==> config.mk <==
export PLATFORM = sky130hd
export DESIGN_NAME = port_pwm_intensity_control
export DESIGN_NICKNAME = d
export VERILOG_FILES = /design/src/pwm_intensity_pkg.sv /design/src/pwm_timebase.sv /design/src/pwm_output_cell.sv /design/src/port_pwm_intensity_control.sv
export SDC_FILE = /design/constraint.sdc
export NUM_CORES = 1
export LEC_CHECK = 0
export ABC_AREA = 1
export BUFFER_PORTS_ARGS = -buffer_cell sky130_fd_sc_hd__buf_2
export CAP_MARGIN = 40
export CORE_MARGIN = 3
export CORE_UTILIZATION = 60
export DETAILED_ROUTE_END_ITERATION = 16
export PLACE_DENSITY_LB_ADDON = 0.08
export SYNTH_ARGS = -nofsm -noshare
export SYNTH_HDL_FRONTEND = slang
export SYNTH_HIERARCHICAL = 1
export SYNTH_SLANG_ARGS = --single-unit
==> constraint.sdc <==
create_clock -name clk_in -period 5.22 [get_ports clk_in]
set_input_delay 1.044 -clock clk_in [delete_from_list [all_inputs] [get_ports clk_in]]
set_output_delay 1.044 -clock clk_in [all_outputs]
set_load 0.1 [all_outputs]
==> src/pwm_intensity_pkg.sv <==
// Constants for the port PWM intensity block: register offsets,
// field positions, reset values and PWM timing counts.
// Assumes an 8-bit register port with byte-wide offsets.
package pwm_intensity_pkg;

   // ------------------------------------------------------------
   // Register offsets
   // ------------------------------------------------------------
   localparam logic [7:0] ADDR_PHASE0_LO   = 8'h02;
   localparam logic [7:0] ADDR_PHASE0_HI   = 8'h03;
   localparam logic [7:0] ADDR_PHASE1_LO   = 8'h0A;
   localparam logic [7:0] ADDR_PHASE1_HI   = 8'h0B;
   localparam logic [7:0] ADDR_MASTER_GLB  = 8'h0E;
   localparam logic [7:0] ADDR_CONFIG      = 8'h0F;
   localparam logic [7:0] ADDR_INDIV_FIRST = 8'h10;
   localparam logic [7:0] ADDR_INDIV_LAST  = 8'h17;

   // ------------------------------------------------------------
   // Field positions in the configuration register
   // ------------------------------------------------------------
   localparam int CFG_PHASE_EN_BIT  = 0;
   localparam int CFG_PHASE_INV_BIT = 1;
   localparam int CFG_GLOBAL_BIT    = 2;
   localparam int CFG_X0_BIT        = 3;
   localparam int CFG_X1_BIT        = 4;

   // ------------------------------------------------------------
   // Reset values
   // ------------------------------------------------------------
   localparam logic [7:0]  RST_MASTER_GLB = 8'h00;
   localparam logic [7:0]  RST_CONFIG     = 8'h18;
   localparam logic [15:0] RST_PHASE      = 16'hFFFF;
   localparam logic [3:0]  RST_INDIV      = 4'hF;

   // ------------------------------------------------------------
   // PWM timing
   // ------------------------------------------------------------
   localparam int          NUM_OUT        = 17;
   localparam logic [3:0]  INTENS_FULL    = 4'hF;
   localparam logic [3:0]  SLOT_LAST      = 4'hE;
   localparam logic [3:0]  CYCLE_LAST     = 4'hF;
   // Oscillator tick: 32 kHz nominal
   localparam int          OSC_FREQ_HZ    = 32000;
   localparam int          CLK_FREQ_HZ    = 100000000;
   localparam int          TICK_CYCLES    = CLK_FREQ_HZ / OSC_FREQ_HZ;
   localparam logic [11:0] TICK_LAST      = 12'(TICK_CYCLES - 1);

endpackage

==> src/pwm_timebase.sv <==
// PWM timebase: oscillator tick divider, 16 cycles per slot,
// 15 master slots per period.
// Assumes one 100 MHz clock and a synchronous low reset.
`timescale 1ns/1ps
module pwm_timebase
   import pwm_intensity_pkg::*;
(
   // Clock and reset
   input  wire logic       clk_in,
   input  wire logic       rst_n_in,
   // Run control
   input  wire logic       run_in,
   // Position in the period
   output logic [3:0]      slot_out,
   output logic [3:0]      cycle_out
);

   // ------------------------------------------------------------
   // State
   // ------------------------------------------------------------
   typedef struct packed {
      logic [11:0] div;    // Oscillator divider
      logic [3:0]  slot;   // Master timeslot 0..14
      logic [3:0]  cycle;  // PWM cycle within slot 0..15
   } tb_state_t;

   tb_state_t st_reg;
   tb_state_t st_next;

   // Advance counters; halt and clear while PWM is off to save power
   always_comb begin
      st_next = st_reg;
      if (!run_in) begin
         st_next = '0;
      end else if (st_reg.div == TICK_LAST) begin
         st_next.div = 12'h000;
         if (st_reg.cycle == CYCLE_LAST) begin
            st_next.cycle = 4'h0;
            st_next.slot  = (st_reg.slot == SLOT_LAST) ? 4'h0
                          : 4'(st_reg.slot + 4'h1);
         end else begin
            st_next.cycle = 4'(st_reg.cycle + 4'h1);
         end
      end else begin
         st_next.div = 12'(st_reg.div + 12'h001);
      end
   end

   // Register the state
   always_ff @(posedge clk_in) begin
      if (!rst_n_in) begin
         st_reg <= '0;
      end else begin
         st_reg <= st_next;
      end
   end

   assign slot_out  = st_reg.slot;
   assign cycle_out = st_reg.cycle;

   // ------------------------------------------------------------
   // Checks
   // ------------------------------------------------------------
   a_slot_range: assert property (@(posedge clk_in) disable iff (!rst_n_in)
      st_reg.slot <= SLOT_LAST)
      else $error("slot counter beyond 15 slots");

endmodule

==> src/pwm_output_cell.sv <==
// One output's PWM decision: level, intensity, master gate.
// Purely combinational; the caller registers the result.
`timescale 1ns/1ps
module pwm_output_cell
   import pwm_intensity_pkg::*;
(
   // Settings
   input  wire logic       pwm_on_in,
   input  wire logic [3:0] intens_in,
   input  wire logic [3:0] master_in,
   input  wire logic       level_in,
   // Timebase
   input  wire logic [3:0] slot_in,
   input  wire logic [3:0] cycle_in,
   // Result: 1 means released (high impedance), 0 means driven low
   output logic            rel_out
);

   logic gate_open; // Slot is inside the master gate
   logic low_part;  // First (n+1)/16 of the slot

   // Select static or pulsed level
   always_comb begin
      gate_open = (slot_in < master_in);
      low_part  = (cycle_in <= intens_in);
      if (!pwm_on_in || intens_in == INTENS_FULL) begin
         rel_out = level_in;
      end else if (!gate_open) begin
         // Outside the gated slots the output rests at its off level
         rel_out = ~level_in;
      end else if (!level_in) begin
         rel_out = ~low_part;
      end else begin
         rel_out = low_part;
      end
   end

endmodule

==> src/port_pwm_intensity_control.sv <==
// Top of the port PWM intensity block: register file, phase select,
// intensity selection and registered open-drain outputs.
// Assumes an 8-bit register port on the same clock and an external
// phase-select pin that is asynchronous to the clock.
//
// Operation
// - Phase selects phase-0 or phase-1 output level
// - Low nibble is extra output and global
// - Global flag replaces all 16 port settings
// - Master and global combine into 240 steps
// - Global mode applies to every output
// - Master 0x00-0x0F makes all outputs static
// - Master 0x10-0xFF enables PWM
// - Individual 0xF gives static output
// - Individual 0x0-0xE gives PWM output
// - Global mode ignores individual registers
// - Bit 0: low for (n+1)/16
// - Bit 1: released for (n+1)/16
// - Setting 0xF: static level, no PWM
// - Period is 15 slots of 16 cycles
// - Master gates 1 to 15 slots
// - Full scale ignores master gate
// - Phase-1 when enable and invert XOR pin
//
// The plain strobed port was decided locally.
`timescale 1ns/1ps
module port_pwm_intensity_control
   import pwm_intensity_pkg::*;
(
   // Clock and reset
   input  wire logic        clk_in,
   input  wire logic        rst_n_in,
   // Register port
   input  wire logic [7:0]  addr_in,
   input  wire logic [7:0]  wdata_in,
   input  wire logic        wr_in,
   input  wire logic        rd_in,
   output logic      [7:0]  rdata_out,
   // Phase-select pin
   input  wire logic        phase_pin_in,
   // Port pins and extra output, open drain
   output logic      [15:0] port_pins_o_out,
   output logic      [15:0] port_pins_oe_out,
   output logic             extra_output_o_out,
   output logic             extra_output_oe_out,
   // Status
   output logic             pwm_active_out
);

   // ------------------------------------------------------------
   // State
   // ------------------------------------------------------------
   typedef struct packed {
      logic [15:0] phase0;      // Phase-0 output levels
      logic [15:0] phase1;      // Phase-1 output levels
      logic [7:0]  master_glb;  // Master (high) and global (low)
      logic [7:0]  config_r;    // Phase, invert, global, extra out
      logic [63:0] indiv;       // 16 nibbles of port intensity
      logic [7:0]  rdata;       // Read data, one cycle later
      logic [1:0]  pin_sync;    // Phase pin synchroniser
      logic [16:0] release_o;   // Registered output release
      logic        pwm_active;  // PWM enabled flag
   } top_state_t;

   top_state_t st_reg;
   top_state_t st_next;

   // Per-output signals into the cells
   logic [3:0]  intens_sel [NUM_OUT];
   logic [16:0] level_sel;
   logic [16:0] rel_comb;
   logic [3:0]  slot_w;
   logic [3:0]  cycle_w;
   logic        pwm_on;
   logic        use_phase1;
   logic        global_mode;

   // Decodes whether an address is one of the individual registers
   function automatic logic is_indiv(input logic [7:0] a);
      return (a >= ADDR_INDIV_FIRST) && (a <= ADDR_INDIV_LAST);
   endfunction

   // ------------------------------------------------------------
   // Mode decode
   // ------------------------------------------------------------
   // PWM runs only with a nonzero master nibble
   assign pwm_on = (st_reg.master_glb[7:4] != 4'h0);
   assign global_mode = st_reg.config_r[CFG_GLOBAL_BIT];

   // Phase choice; the pin is read only after two flops
   assign use_phase1 = st_reg.config_r[CFG_PHASE_EN_BIT] &
                       (st_reg.config_r[CFG_PHASE_INV_BIT] ^
                        st_reg.pin_sync[1]);

   // ------------------------------------------------------------
   // Intensity and level selection per output
   // ------------------------------------------------------------
   genvar g;
   generate
      for (g = 0; g < 16; g++) begin : g_port
         // Global nibble overrides the port nibble in global mode
         assign intens_sel[g] = global_mode
                              ? st_reg.master_glb[3:0]
                              : st_reg.indiv[g*4 +: 4];
         assign level_sel[g] = use_phase1 ? st_reg.phase1[g]
                                          : st_reg.phase0[g];
      end
   endgenerate

   // Extra output always uses the low nibble, global or not
   assign intens_sel[16] = st_reg.master_glb[3:0];
   assign level_sel[16]  = use_phase1
                         ? st_reg.config_r[CFG_X1_BIT]
                         : st_reg.config_r[CFG_X0_BIT];

   // ------------------------------------------------------------
   // Timebase and output cells
   // ------------------------------------------------------------
   pwm_timebase u_timebase (
      .clk_in    (clk_in),
      .rst_n_in  (rst_n_in),
      .run_in    (pwm_on),
      .slot_out  (slot_w),
      .cycle_out (cycle_w)
   );

   // Same master and timebase for all: global mode has no exclusion
   generate
      for (g = 0; g < NUM_OUT; g++) begin : g_cell
         pwm_output_cell u_cell (
            .pwm_on_in (pwm_on),
            .intens_in (intens_sel[g]),
            .master_in (st_reg.master_glb[7:4]),
            .level_in  (level_sel[g]),
            .slot_in   (slot_w),
            .cycle_in  (cycle_w),
            .rel_out   (rel_comb[g])
         );
      end
   endgenerate

   // ------------------------------------------------------------
   // Next state
   // ------------------------------------------------------------
   always_comb begin
      st_next = st_reg;
      st_next.pin_sync   = {st_reg.pin_sync[0], phase_pin_in};
      st_next.release_o  = rel_comb;
      st_next.pwm_active = pwm_on;
      st_next.rdata      = 8'h00;
      // Register writes
      if (wr_in) begin
         case (addr_in)
            ADDR_PHASE0_LO:  st_next.phase0[7:0]  = wdata_in;
            ADDR_PHASE0_HI:  st_next.phase0[15:8] = wdata_in;
            ADDR_PHASE1_LO:  st_next.phase1[7:0]  = wdata_in;
            ADDR_PHASE1_HI:  st_next.phase1[15:8] = wdata_in;
            ADDR_MASTER_GLB: st_next.master_glb   = wdata_in;
            ADDR_CONFIG:     st_next.config_r     = {3'h0, wdata_in[4:0]};
            default: begin
               // Each individual register holds two port nibbles
               if (is_indiv(addr_in)) begin
                  st_next.indiv[addr_in[2:0]*8 +: 8] = wdata_in;
               end
            end
         endcase
      end
      // Register reads; unmapped addresses read zero
      if (rd_in) begin
         case (addr_in)
            ADDR_PHASE0_LO:  st_next.rdata = st_reg.phase0[7:0];
            ADDR_PHASE0_HI:  st_next.rdata = st_reg.phase0[15:8];
            ADDR_PHASE1_LO:  st_next.rdata = st_reg.phase1[7:0];
            ADDR_PHASE1_HI:  st_next.rdata = st_reg.phase1[15:8];
            ADDR_MASTER_GLB: st_next.rdata = st_reg.master_glb;
            ADDR_CONFIG:     st_next.rdata = st_reg.config_r;
            default: begin
               if (is_indiv(addr_in)) begin
                  st_next.rdata = st_reg.indiv[addr_in[2:0]*8 +: 8];
               end
            end
         endcase
      end
   end

   // Register the state
   always_ff @(posedge clk_in) begin
      if (!rst_n_in) begin
         st_reg            <= '0;
         st_reg.phase0     <= RST_PHASE;
         st_reg.phase1     <= RST_PHASE;
         st_reg.master_glb <= RST_MASTER_GLB;
         st_reg.config_r   <= RST_CONFIG;
         st_reg.indiv      <= {16{RST_INDIV}};
         st_reg.release_o  <= 17'h1FFFF;
      end else begin
         st_reg <= st_next;
      end
   end

   // ------------------------------------------------------------
   // Outputs, from flops or tied low
   // ------------------------------------------------------------
   // Open drain: data is always low, enable drives the pin low
   assign port_pins_o_out     = 16'h0000;
   assign extra_output_o_out  = 1'b0;
   assign port_pins_oe_out    = ~st_reg.release_o[15:0];
   assign extra_output_oe_out = ~st_reg.release_o[16];
   assign rdata_out           = st_reg.rdata;
   assign pwm_active_out      = st_reg.pwm_active;

   // ------------------------------------------------------------
   // Checks
   // ------------------------------------------------------------
   a_static_off: assert property (@(posedge clk_in) disable iff (!rst_n_in)
      (!pwm_on && !use_phase1) |=> (port_pins_oe_out == ~$past(st_reg.phase0)))
      else $error("static output not following phase-0 level");
   a_pwm_enable: assert property (@(posedge clk_in) disable iff (!rst_n_in)
      (st_reg.master_glb >= 8'h10) |=> pwm_active_out)
      else $error("PWM not active for master above 0x0F");
   a_full_static: assert property (@(posedge clk_in) disable iff (!rst_n_in)
      (!global_mode && st_reg.indiv[3:0] == INTENS_FULL)
      |=> (port_pins_oe_out[0] == ~$past(level_sel[0])))
      else $error("full-scale output not static");
   a_global_over: assert property (@(posedge clk_in) disable iff (!rst_n_in)
      global_mode |-> (intens_sel[5] == st_reg.master_glb[3:0]))
      else $error("global setting not applied");
   a_extra_intens: assert property (@(posedge clk_in) disable iff (!rst_n_in)
      intens_sel[16] == st_reg.master_glb[3:0])
      else $error("extra output not using low nibble");
   a_phase_sel: assert property (@(posedge clk_in) disable iff (!rst_n_in)
      !st_reg.config_r[CFG_PHASE_EN_BIT] |-> (level_sel[15:0] == st_reg.phase0))
      else $error("phase-1 used while phase disabled");
   a_low_first: assert property (@(posedge clk_in) disable iff (!rst_n_in)
      (pwm_on && cycle_w == 4'h0 && slot_w == 4'h0 && !level_sel[1]
       && intens_sel[1] != INTENS_FULL) |=> port_pins_oe_out[1])
      else $error("output not low in first cycle");
   a_high_first: assert property (@(posedge clk_in) disable iff (!rst_n_in)
      (pwm_on && cycle_w == 4'h0 && slot_w == 4'h0 && level_sel[1]
       && intens_sel[1] != INTENS_FULL) |=> !port_pins_oe_out[1])
      else $error("inverted output low in first cycle");
   a_read_data: assert property (@(posedge clk_in) disable iff (!rst_n_in)
      (rd_in && addr_in == ADDR_MASTER_GLB && !wr_in)
      |=> (rdata_out == $past(st_reg.master_glb)))
      else $error("intensity register read back wrong");

   c_global: cover property (@(posedge clk_in) disable iff (!rst_n_in)
      global_mode && pwm_on);
   c_phase1: cover property (@(posedge clk_in) disable iff (!rst_n_in)
      use_phase1 && pwm_on);
   c_period: cover property (@(posedge clk_in) disable iff (!rst_n_in)
      slot_w == SLOT_LAST && cycle_w == CYCLE_LAST);

endmodule

Yosys cells after proc, flatten, opt, wreduce, memory -nomap -nowiden
Cells that the tools add are included.

storage, ports and cells
  register bits after elaboration = 157
  input port bits = 21
  output and inout port bits = 43
  word-level logic and storage cells = 229

operators by class
  add/sub/neg operators = 4
  $lt $le $gt $ge = 20
  eq/ne operators = 26
  shifts and indexed selects = 3
  mux-type cells = 89
  bitwise operators = 41
  reductions and logical operators = 32

operators by type and width
  kind                       number
  $eq A4 B4 Y1 const B       19
  $mux W4                    18
  $le A4 B4 Y1               17
  $mux W1                    68
  $bwmux W64                 1
  $shift A8 B34 Y64 const A  1
  $shiftx A64 B7 Y8          1
  $shiftx A8 B34 Y64         1
  $pmux W8 S6                1
  $not A1 Y1                 38
  $neg A6 Y34                1
  $eq A8 B4 Y1 const B       4
  $reduce_and A2 Y1          9
  $logic_or A1 B1 Y1         17
  $eq A8 B2 Y1 const B       2
  $not A16 Y16               1
  $add A12 B1 Y12 const B    1
  $eq A12 B12 Y1 const B     1
  $add A4 B1 Y4 const B      2
  $ge A8 B5 Y1 const B       1
  $le A8 B5 Y1 const B       1
  $mux W8                    1
  $reduce_or A6 Y1           1
  $lt A4 B4 Y1               1
  other kinds (7)            7

Longest topological paths before layout
Gate-level depths: netlist of run 1.

  word-level depth = 6
  mapped depth = 16
  mapped depth without buffers = 14

Modules after synthesis
The synthesis of run 1 kept the hierarchy.

by module, submodules not included
  module                      times used  cells an instance  area each (um2)  sequential area each (um2)
  port_pwm_intensity_control  1           1,010              6,988.0          2,742.6
  pwm_output_cell             17          42                 236.5            0.0
  pwm_timebase                1           177                1,181.1          400.4

Least setup slack after synthesis of run 1
No wires, ideal clock.

  kind = in2reg
  start = in addr_in[0]
  end = reg st_reg[36] (netlist name)
  library setup time = 0.138 ns
  arrival = 2.784 ns
  data required time = 5.082 ns
  setup slack = 2.298 ns
  stages on the path = 10
  path buffers = 3
  path through = inv_1 -> buf_2 -> buf_1 -> ha_1 -> ha_1 -> inv_1 -> nor2_1 -> nand2_1 -> clkbuf_1 -> o211ai_1

between the ends
  longest elaborated chain between the ends = 4
  elaborated cells on any way between the ends = 16
  classes of those cells = add/sub (1); order compare (2); eq/ne (6); shift (2); mux (1); bitwise (1); reduce/logical (3)

RTL lines
  item                                                 RTL line                           source
  start, declared                                      port_pwm_intensity_control.sv:34   input wire logic [7:0] addr_in,
  branches (longest 4 deep; another with $neg A6 Y34)  -
  end signal, assigned                                 port_pwm_intensity_control.sv:197  st_reg <= st_next;
  end, declared                                        port_pwm_intensity_control.sv:65   top_state_t st_reg;

Several ways; the timed one is not identified.
A chain may end at the register's enable or synchronous reset.

Final worst setup path of run 1
  start = in addr_in[1]
  end = reg st_reg[79] (netlist name)

The elaborated chain is that of the path after synthesis.

==> run metrics, run 1 <==
status=finished, final reports clean; top-count cell post-synth=nand2_1; Setup Skew=0.0189 ns; RSZ-0062 raised after global routing=no; clock sink count=157; Hold Crit Class=reg -> reg; share of layout cells above drive strength 1=7.95%; largest net degree at the start of global routing=68; Yosys reg bits=157; actual slew at the worst max-slew pin=0.950 ns; DR iter-0 viols=1021; Syn. warnings=6; initial antenna violation count=0; final wirelength=36000 um; critical path cell sequence=buf_2 > inv_1 > ha_1 > ha_1 > inv_1 > nand4_1 > nor2_2 > nand2_1 > nand2_1 > nand3_1; Post-Route Utilization=66.0%; register area share after synthesis=25.8%; Setup Viol. Count Final=0; max cap viols=0; I/O pin total=64; design area=13000 um^2; Slew Viols, Final=0; gr usage total=32.6%; Tmin final=3.46 ns; Slowest-stage cell, CP=inv_1; Worst setup EP type=flip-flop; hpwl dp=26800 um; Peak VDD IR=214 uV; Net count, final=2046; H-tree levels=4; total grt overflow=0; ys async rst share=0%; WS Path Type=in -> reg; Worst Path Arrival=3.73 ns; Critical Path Source Type=primary input; max FFs per register=122; first drt pass iteration count=6; hold_buf cts=0; global-route wire length before repair=56800 um; Synth cell types=34; Synth Flop Type=dfxtp_1; syn avg cell area=6.41 um^2; CP bufs+invs=3; reg-to-reg slack, setup=2.29 ns; number of enable flip-flop cells after synthesis=0; crit-path max FO=29; via/cell ratio=5.45; Mapped Cells=1901; PortBufs=46; initial core utilization=61.8%; Final period util=66.2%; Syn-to-layout area delta=6.70%; Post-CTS Setup Bufs=0; Max Clk Rate=289 MHz; vias in the first global route=10800; Mapped Area=12200 um^2; Avg WL per Cell=16.5 um; clk_lat worst skew=0.44 ns; fillers=1840; CTS Buffer Depth=2; total power draw=2.66 mW; final hold violations=0; Area after DPL=12400 um^2; largest cells by area after synthesis=dfxtp_1 (26%), nand2_1 (16%), ha_1 (13%); total power divided by cell area=205 nW/um^2; Slew HR=36.6%; Die X=149 um; Req. time, crit path=5.49 ns; most instantiated cells after synthesis=nand2_1 (510), inv_1 (394), nand3_1 (180); post-synth top area share=25.8%; Lkg Pwr=7.87 nW; CTS Buf Count=17; row count=51; TNS Setup=0 ns; Synth area leader=dfxtp_1; CTS Root Cell=clkbuf_16; core area=19700 um^2; DRT antenna net count=0; Resize count post-CTS=0; max incr delay on CP=0.59 ns; DR vias=11900; # DRC=0; Clock Pin Slew Worst Setup and Hold Paths=0.07 ns; # diodes=0; gp weighted congestion=1.03; CP top delay family=buffers and inverters; CTS tree=done; full die area=22100 um^2; Die H=149 um
[placed cells by master (no fill, tap or decap), drive strengths merged]
cell type	n
nand2	513
inv	402
nand3	180
dfxtp	157
ha	126
o21ai	97
a21oi	81
nor2	80
o211ai	65
buf	56
nand4	30
or2	19
clkbuf	19
conb	17
a21o	17
o21a	17
mux2	8
nand3b	8
clkinv	7
nor3	7
xor2	3
or4	1
and2	1
nor3b	1
[worst paths after layout]
check,from,endpoint,depth (start not counted)
max,addr_in[1],st_reg[79],10
max reg2reg,global_mode,st_reg[3],15
min reg2reg,st_next[19],st_reg[19],2
min,st_next[19],st_reg[19],2
[where the power goes]
group / switching, mW / internal, mW / leakage (nW)
clock: 0.591 / 0.644 / 0.280
combinational: 0.183 / 0.0391 / 6.32
sequential: 0.00254 / 1.20 / 1.27
total: 0.777 / 1.88 / 7.87
[cells by family (layout without fill, tap and decap cells)]
family,Yosys count,in the layout,share of synthesized area (%)
xor gates and xnor gates,3,3,0.216
muxes,8,8,0.739
adders and majority gates,126,126,12.9
other,1,17,0.0308
and+or+nand+nor,840,840,29.9
buffers and inverters,489,484,16.4
DFF,157,157,25.8
AOI/OAI and AO/OA,277,277,14.0
[stage by stage]
step                hold WS [ns]  instances  setup slack [ns]
global placement           0.403       2140              1.48
detailed placement         0.407       2145              1.40
CTS                        0.425       2177              1.85
global route               0.444       2177              1.48
floorplan                  0.390       1917              2.30
finish                     0.422       2177              1.76
[final cells by class]
type / count / area, um^2 / share of cell area (%)
Sequential cell: 157 / 3140 / 24.2
Multi-Input combinational cell: 1271 / 7110 / 54.7
Timing Repair Buffer: 56 / 368 / 2.83
Inverter: 396 / 1490 / 11.4
Clock inverter: 13 / 126 / 0.972
Clock buffer: 19 / 443 / 3.41
Tap cell: 265 / 332 / 2.55
[worst reg2reg max path, delay by kind of cell, from the launching register on]
| kind | cells | cell delay [ns] |
|---|---|---|
| DFF | 1 | 0.38 |
| and+or+nand+nor | 10 | 1.24 |
| AOI/OAI and AO/OA | 1 | 0.34 |
| adders and majority gates | 1 | 0.29 |
| buffers and inverters | 3 | 0.60 |
[layer usage]
| metal | part of all wire (%) | routed length, um | global-route usage (%) |
|---|---|---|---|
| met1 | 43 | 15700 | 42.6 |
| met2 | 47 | 17000 | 54.9 |
| met3 | 5.9 | 2120 | 5.03 |
| met4 | 3.4 | 1230 | 11.5 |
| met5 | 0 | 0 | 0 |
Power figures use the tool's default switching activity.
==> run 2: changes to the inputs <==
--- a/config.mk
+++ b/config.mk
@@ -5,7 +5,7 @@
 export SDC_FILE = /design/constraint.sdc
 export NUM_CORES = 1
 export LEC_CHECK = 0
-export ABC_AREA = 1
+export ABC_AREA = 0
 export BUFFER_PORTS_ARGS = -buffer_cell sky130_fd_sc_hd__buf_2
 export CAP_MARGIN = 40
 export CORE_MARGIN = 3
==> constraint.sdc (replaced) <==
create_clock -name clk_in -period 3.5 [get_ports clk_in]
set_input_delay 0.7 -clock clk_in [delete_from_list [all_inputs] [get_ports clk_in]]
set_output_delay 0.7 -clock clk_in [all_outputs]
set_load 0.1 [all_outputs]
==> run metrics, run 2 <==
global-route wire length before repair=50000 um (-12%); Req. time, crit path=3.82 ns (-1.67 ns); Seq pwr share=45.8% (+0.6 points); TNS Setup=0 ns (unchanged); worst r2r src=global_mode; initial antenna violation count=0 (unchanged); Synth cell types=65 (+91%); area of all sequential standard cells=3140 um^2 (unchanged); final setup margin=0.691 ns (-1.07 ns); Hold Crit Class=reg -> reg; gr usage total=31.3% (-1.3 points); Setup Skew=0.0108 ns (-0.00814 ns); final hold violations=0 (unchanged); CTS tree=done; max cap viols=0 (unchanged); Slew Viols, Final=0 (unchanged); Avg WL per Cell=19.9 um (+21%); total power divided by cell area=318 nW/um^2 (+56%); largest net degree at the start of global routing=72 (+5.9%); DR iter-0 viols=881 (-14%); H-tree levels=4 (unchanged); CTS Buffer Depth=2 (unchanged); design area=12300 um^2 (-5.5%); Critical Path Source Type=flip-flop; full die area=20800 um^2 (-5.7%); clock sink count=157 (unchanged); clk_lat worst skew=0.45 ns (about the same); Final Non-Filler Cells=1604 (-26%); CTS Buf Count=17 (unchanged); max FFs per register=122 (unchanged); PortBufs=46 (unchanged); Worst setup EP type=flip-flop; hold_buf cts=0 (unchanged); fillers=1528 (-17%); # DRC=0 (unchanged); most instantiated cells after synthesis=inv_1 (225), dfxtp_1 (157), ha_1 (126); Peak VDD IR=363 uV (+70%); status=finished, final reports clean; Worst Path Arrival=3.13 ns (-0.60 ns); CP bufs+invs=1 (-2); Mapped Cells=1353 (-29%); actual slew at the worst max-slew pin=0.879 ns (-0.0710 ns); total power draw=3.91 mW (+47%); I/O pin total=64 (unchanged); clock share of power=46.8% (+0.4 points); WS Path Type=reg -> reg; Synth Flop Type=dfxtp_1; Area after DPL=11700 um^2 (-5.8%); Tmin final=2.81 ns; via/cell ratio=6.11 (+12%); # diodes=0 (unchanged); largest cells by area after synthesis=dfxtp_1 (27%), ha_1 (14%), inv_1 (7.4%); Clock Pin Slew Worst Setup and Hold Paths=0.08 ns (about the same); crit-path max FO=16 (-45%); gp weighted congestion=0.925 (-10%); Syn-to-layout area delta=7.22%; vias in the first global route=8935 (-17%); row count=49 (-3.9%); syn avg cell area=8.47 um^2 (+32%); Yosys reg bits=157 (unchanged); critical path cell sequence=nand2_1 > o21ai_0 > inv_1 > ha_1 > nand4_1 > o31ai_1 > nor3_1 > o211ai_2 > xnor2_1 > nand2b_1; Die X=144 um (-2.9%); Lkg Pwr=6.36 nW (-19%); max incr delay on CP=0.50 ns (-0.09 ns); DR vias=9800 (-17%); DP Cell Count=1572 (-27%); most frequent cells in the layout=inv_1 (225), dfxtp_1 (157), ha_1 (126); footprint of the multi-input gates=7000 um^2 (-1.6%); initial core utilization=62.5% (+0.70 points); Die H=144 um (-2.9%); CTS Root Cell=clkbuf_16; hpwl dp=23300 um (-13%); Post-Route Utilization=67.0% (+1.1 points); Net count, final=1509 (-26%); Max Clk Rate=356 MHz; total grt overflow=0 (unchanged); ys async rst share=0% (unchanged); pre-CTS WS=0.531 ns (-0.867 ns); register area share after synthesis=27.4% (+1.6 points); number of enable flip-flop cells after synthesis=0 (unchanged); Final period util=80.2%; Switching Power=1.11 mW (+43%); Resize count post-CTS=0 (unchanged); Synth area leader=dfxtp_1; Comb pwr share=7.3% (-1.1 points); Slowest-stage cell, CP=dfxtp_1; post-synth top area share=27.4% (+1.6 points); core area=18300 um^2 (-7.0%); Crit. Startpoint=global_mode; Net Sw Frac=28.4% (-0.80 points); RSZ-0062 raised after global routing=no; Post-CTS Setup Bufs=0 (unchanged); P_int=2.80 mW (+49%); first drt pass iteration count=7 (+1); Slew HR=41.3% (+4.7 points); top-count cell post-synth=inv_1; commonest non-fill, non-tap cell in the layout=inv_1; Setup Viol. Count Final=0 (unchanged); final wirelength=32000 um (-11%); DRT antenna net count=0 (unchanged); Syn. warnings=6 (unchanged); CP top delay family=simple AND/OR/NAND/NOR gates; share of layout cells above drive strength 1=14.6% (+6.7 points); worst hold slack=0.446 ns (+0.0235 ns); hold_sp=st_next[19]; Mapped Area=11500 um^2 (-6.0%)
==> run 2: cells by family (layout without fill, tap and decap cells) <==
kind of cell / after synthesis / in the layout / share of synthesized area [%]
mux: 92 / 92 / 10.0
simple gates: 349 / 349 / 16.3
flops: 157 / 157 / 27.4
xor+xnor: 29 / 29 / 2.22
other cells: 1 / 17 / 0.0327
fa+ha+maj: 126 / 126 / 13.8
compound gates: 276 / 276 / 18.2
buf+inv: 323 / 329 / 12.0
==> run 2: final timing paths <==
kind	depth (start not counted)	slack, ns	endpoint
max	10	0.69	st_reg[10]
min	1	0.45	st_reg[19]
max reg2reg	10	0.69	st_reg[10]
min reg2reg	1	0.45	st_reg[19]
==> run 2: layer usage <==
layer / routed length (um) / global-route usage, %
met3: 2230 / 6.58
met5: 0 / 0
met2: 14600 / 49.3
met1: 13900 / 42.4
met4: 1230 / 11.9
==> run 2: final cells by class <==
cell class	count	area share [%]
Sequential cell	157	25.6
Tap cell	229	2.33
Inverter	226	6.90
Timing Repair Buffer	71	3.58
Multi-Input combinational cell	889	56.9
Clock inverter	15	1.19
Clock buffer	17	3.46
==> run 2: power by group through the flow <==
stage / registers [mW] / clock network (mW) / logic, mW
6_report: 1.79 / 1.83 / 0.286
5_1_grt: 1.79 / 1.93 / 0.301
4_1_cts: 1.79 / 1.85 / 0.282
3_5_place_dp: 1.83 / 0 / 0.281
3_3_place_gp: 1.83 / 0 / 0.279
2_1_floorplan: 1.83 / 0 / 0.228
==> run 2: worst register-to-register path, delay by kind of cell (launching register included) <==
| family | cells | cell delay [ns] |
|---|---|---|
| adders and majority gates | 1 | 0.33 |
| and+or+nand+nor | 4 | 1.13 |
| xor gates and xnor gates | 1 | 0.14 |
| AOI/OAI and AO/OA | 3 | 0.49 |
| buffers and inverters | 1 | 0.08 |
| DFF | 1 | 0.50 |
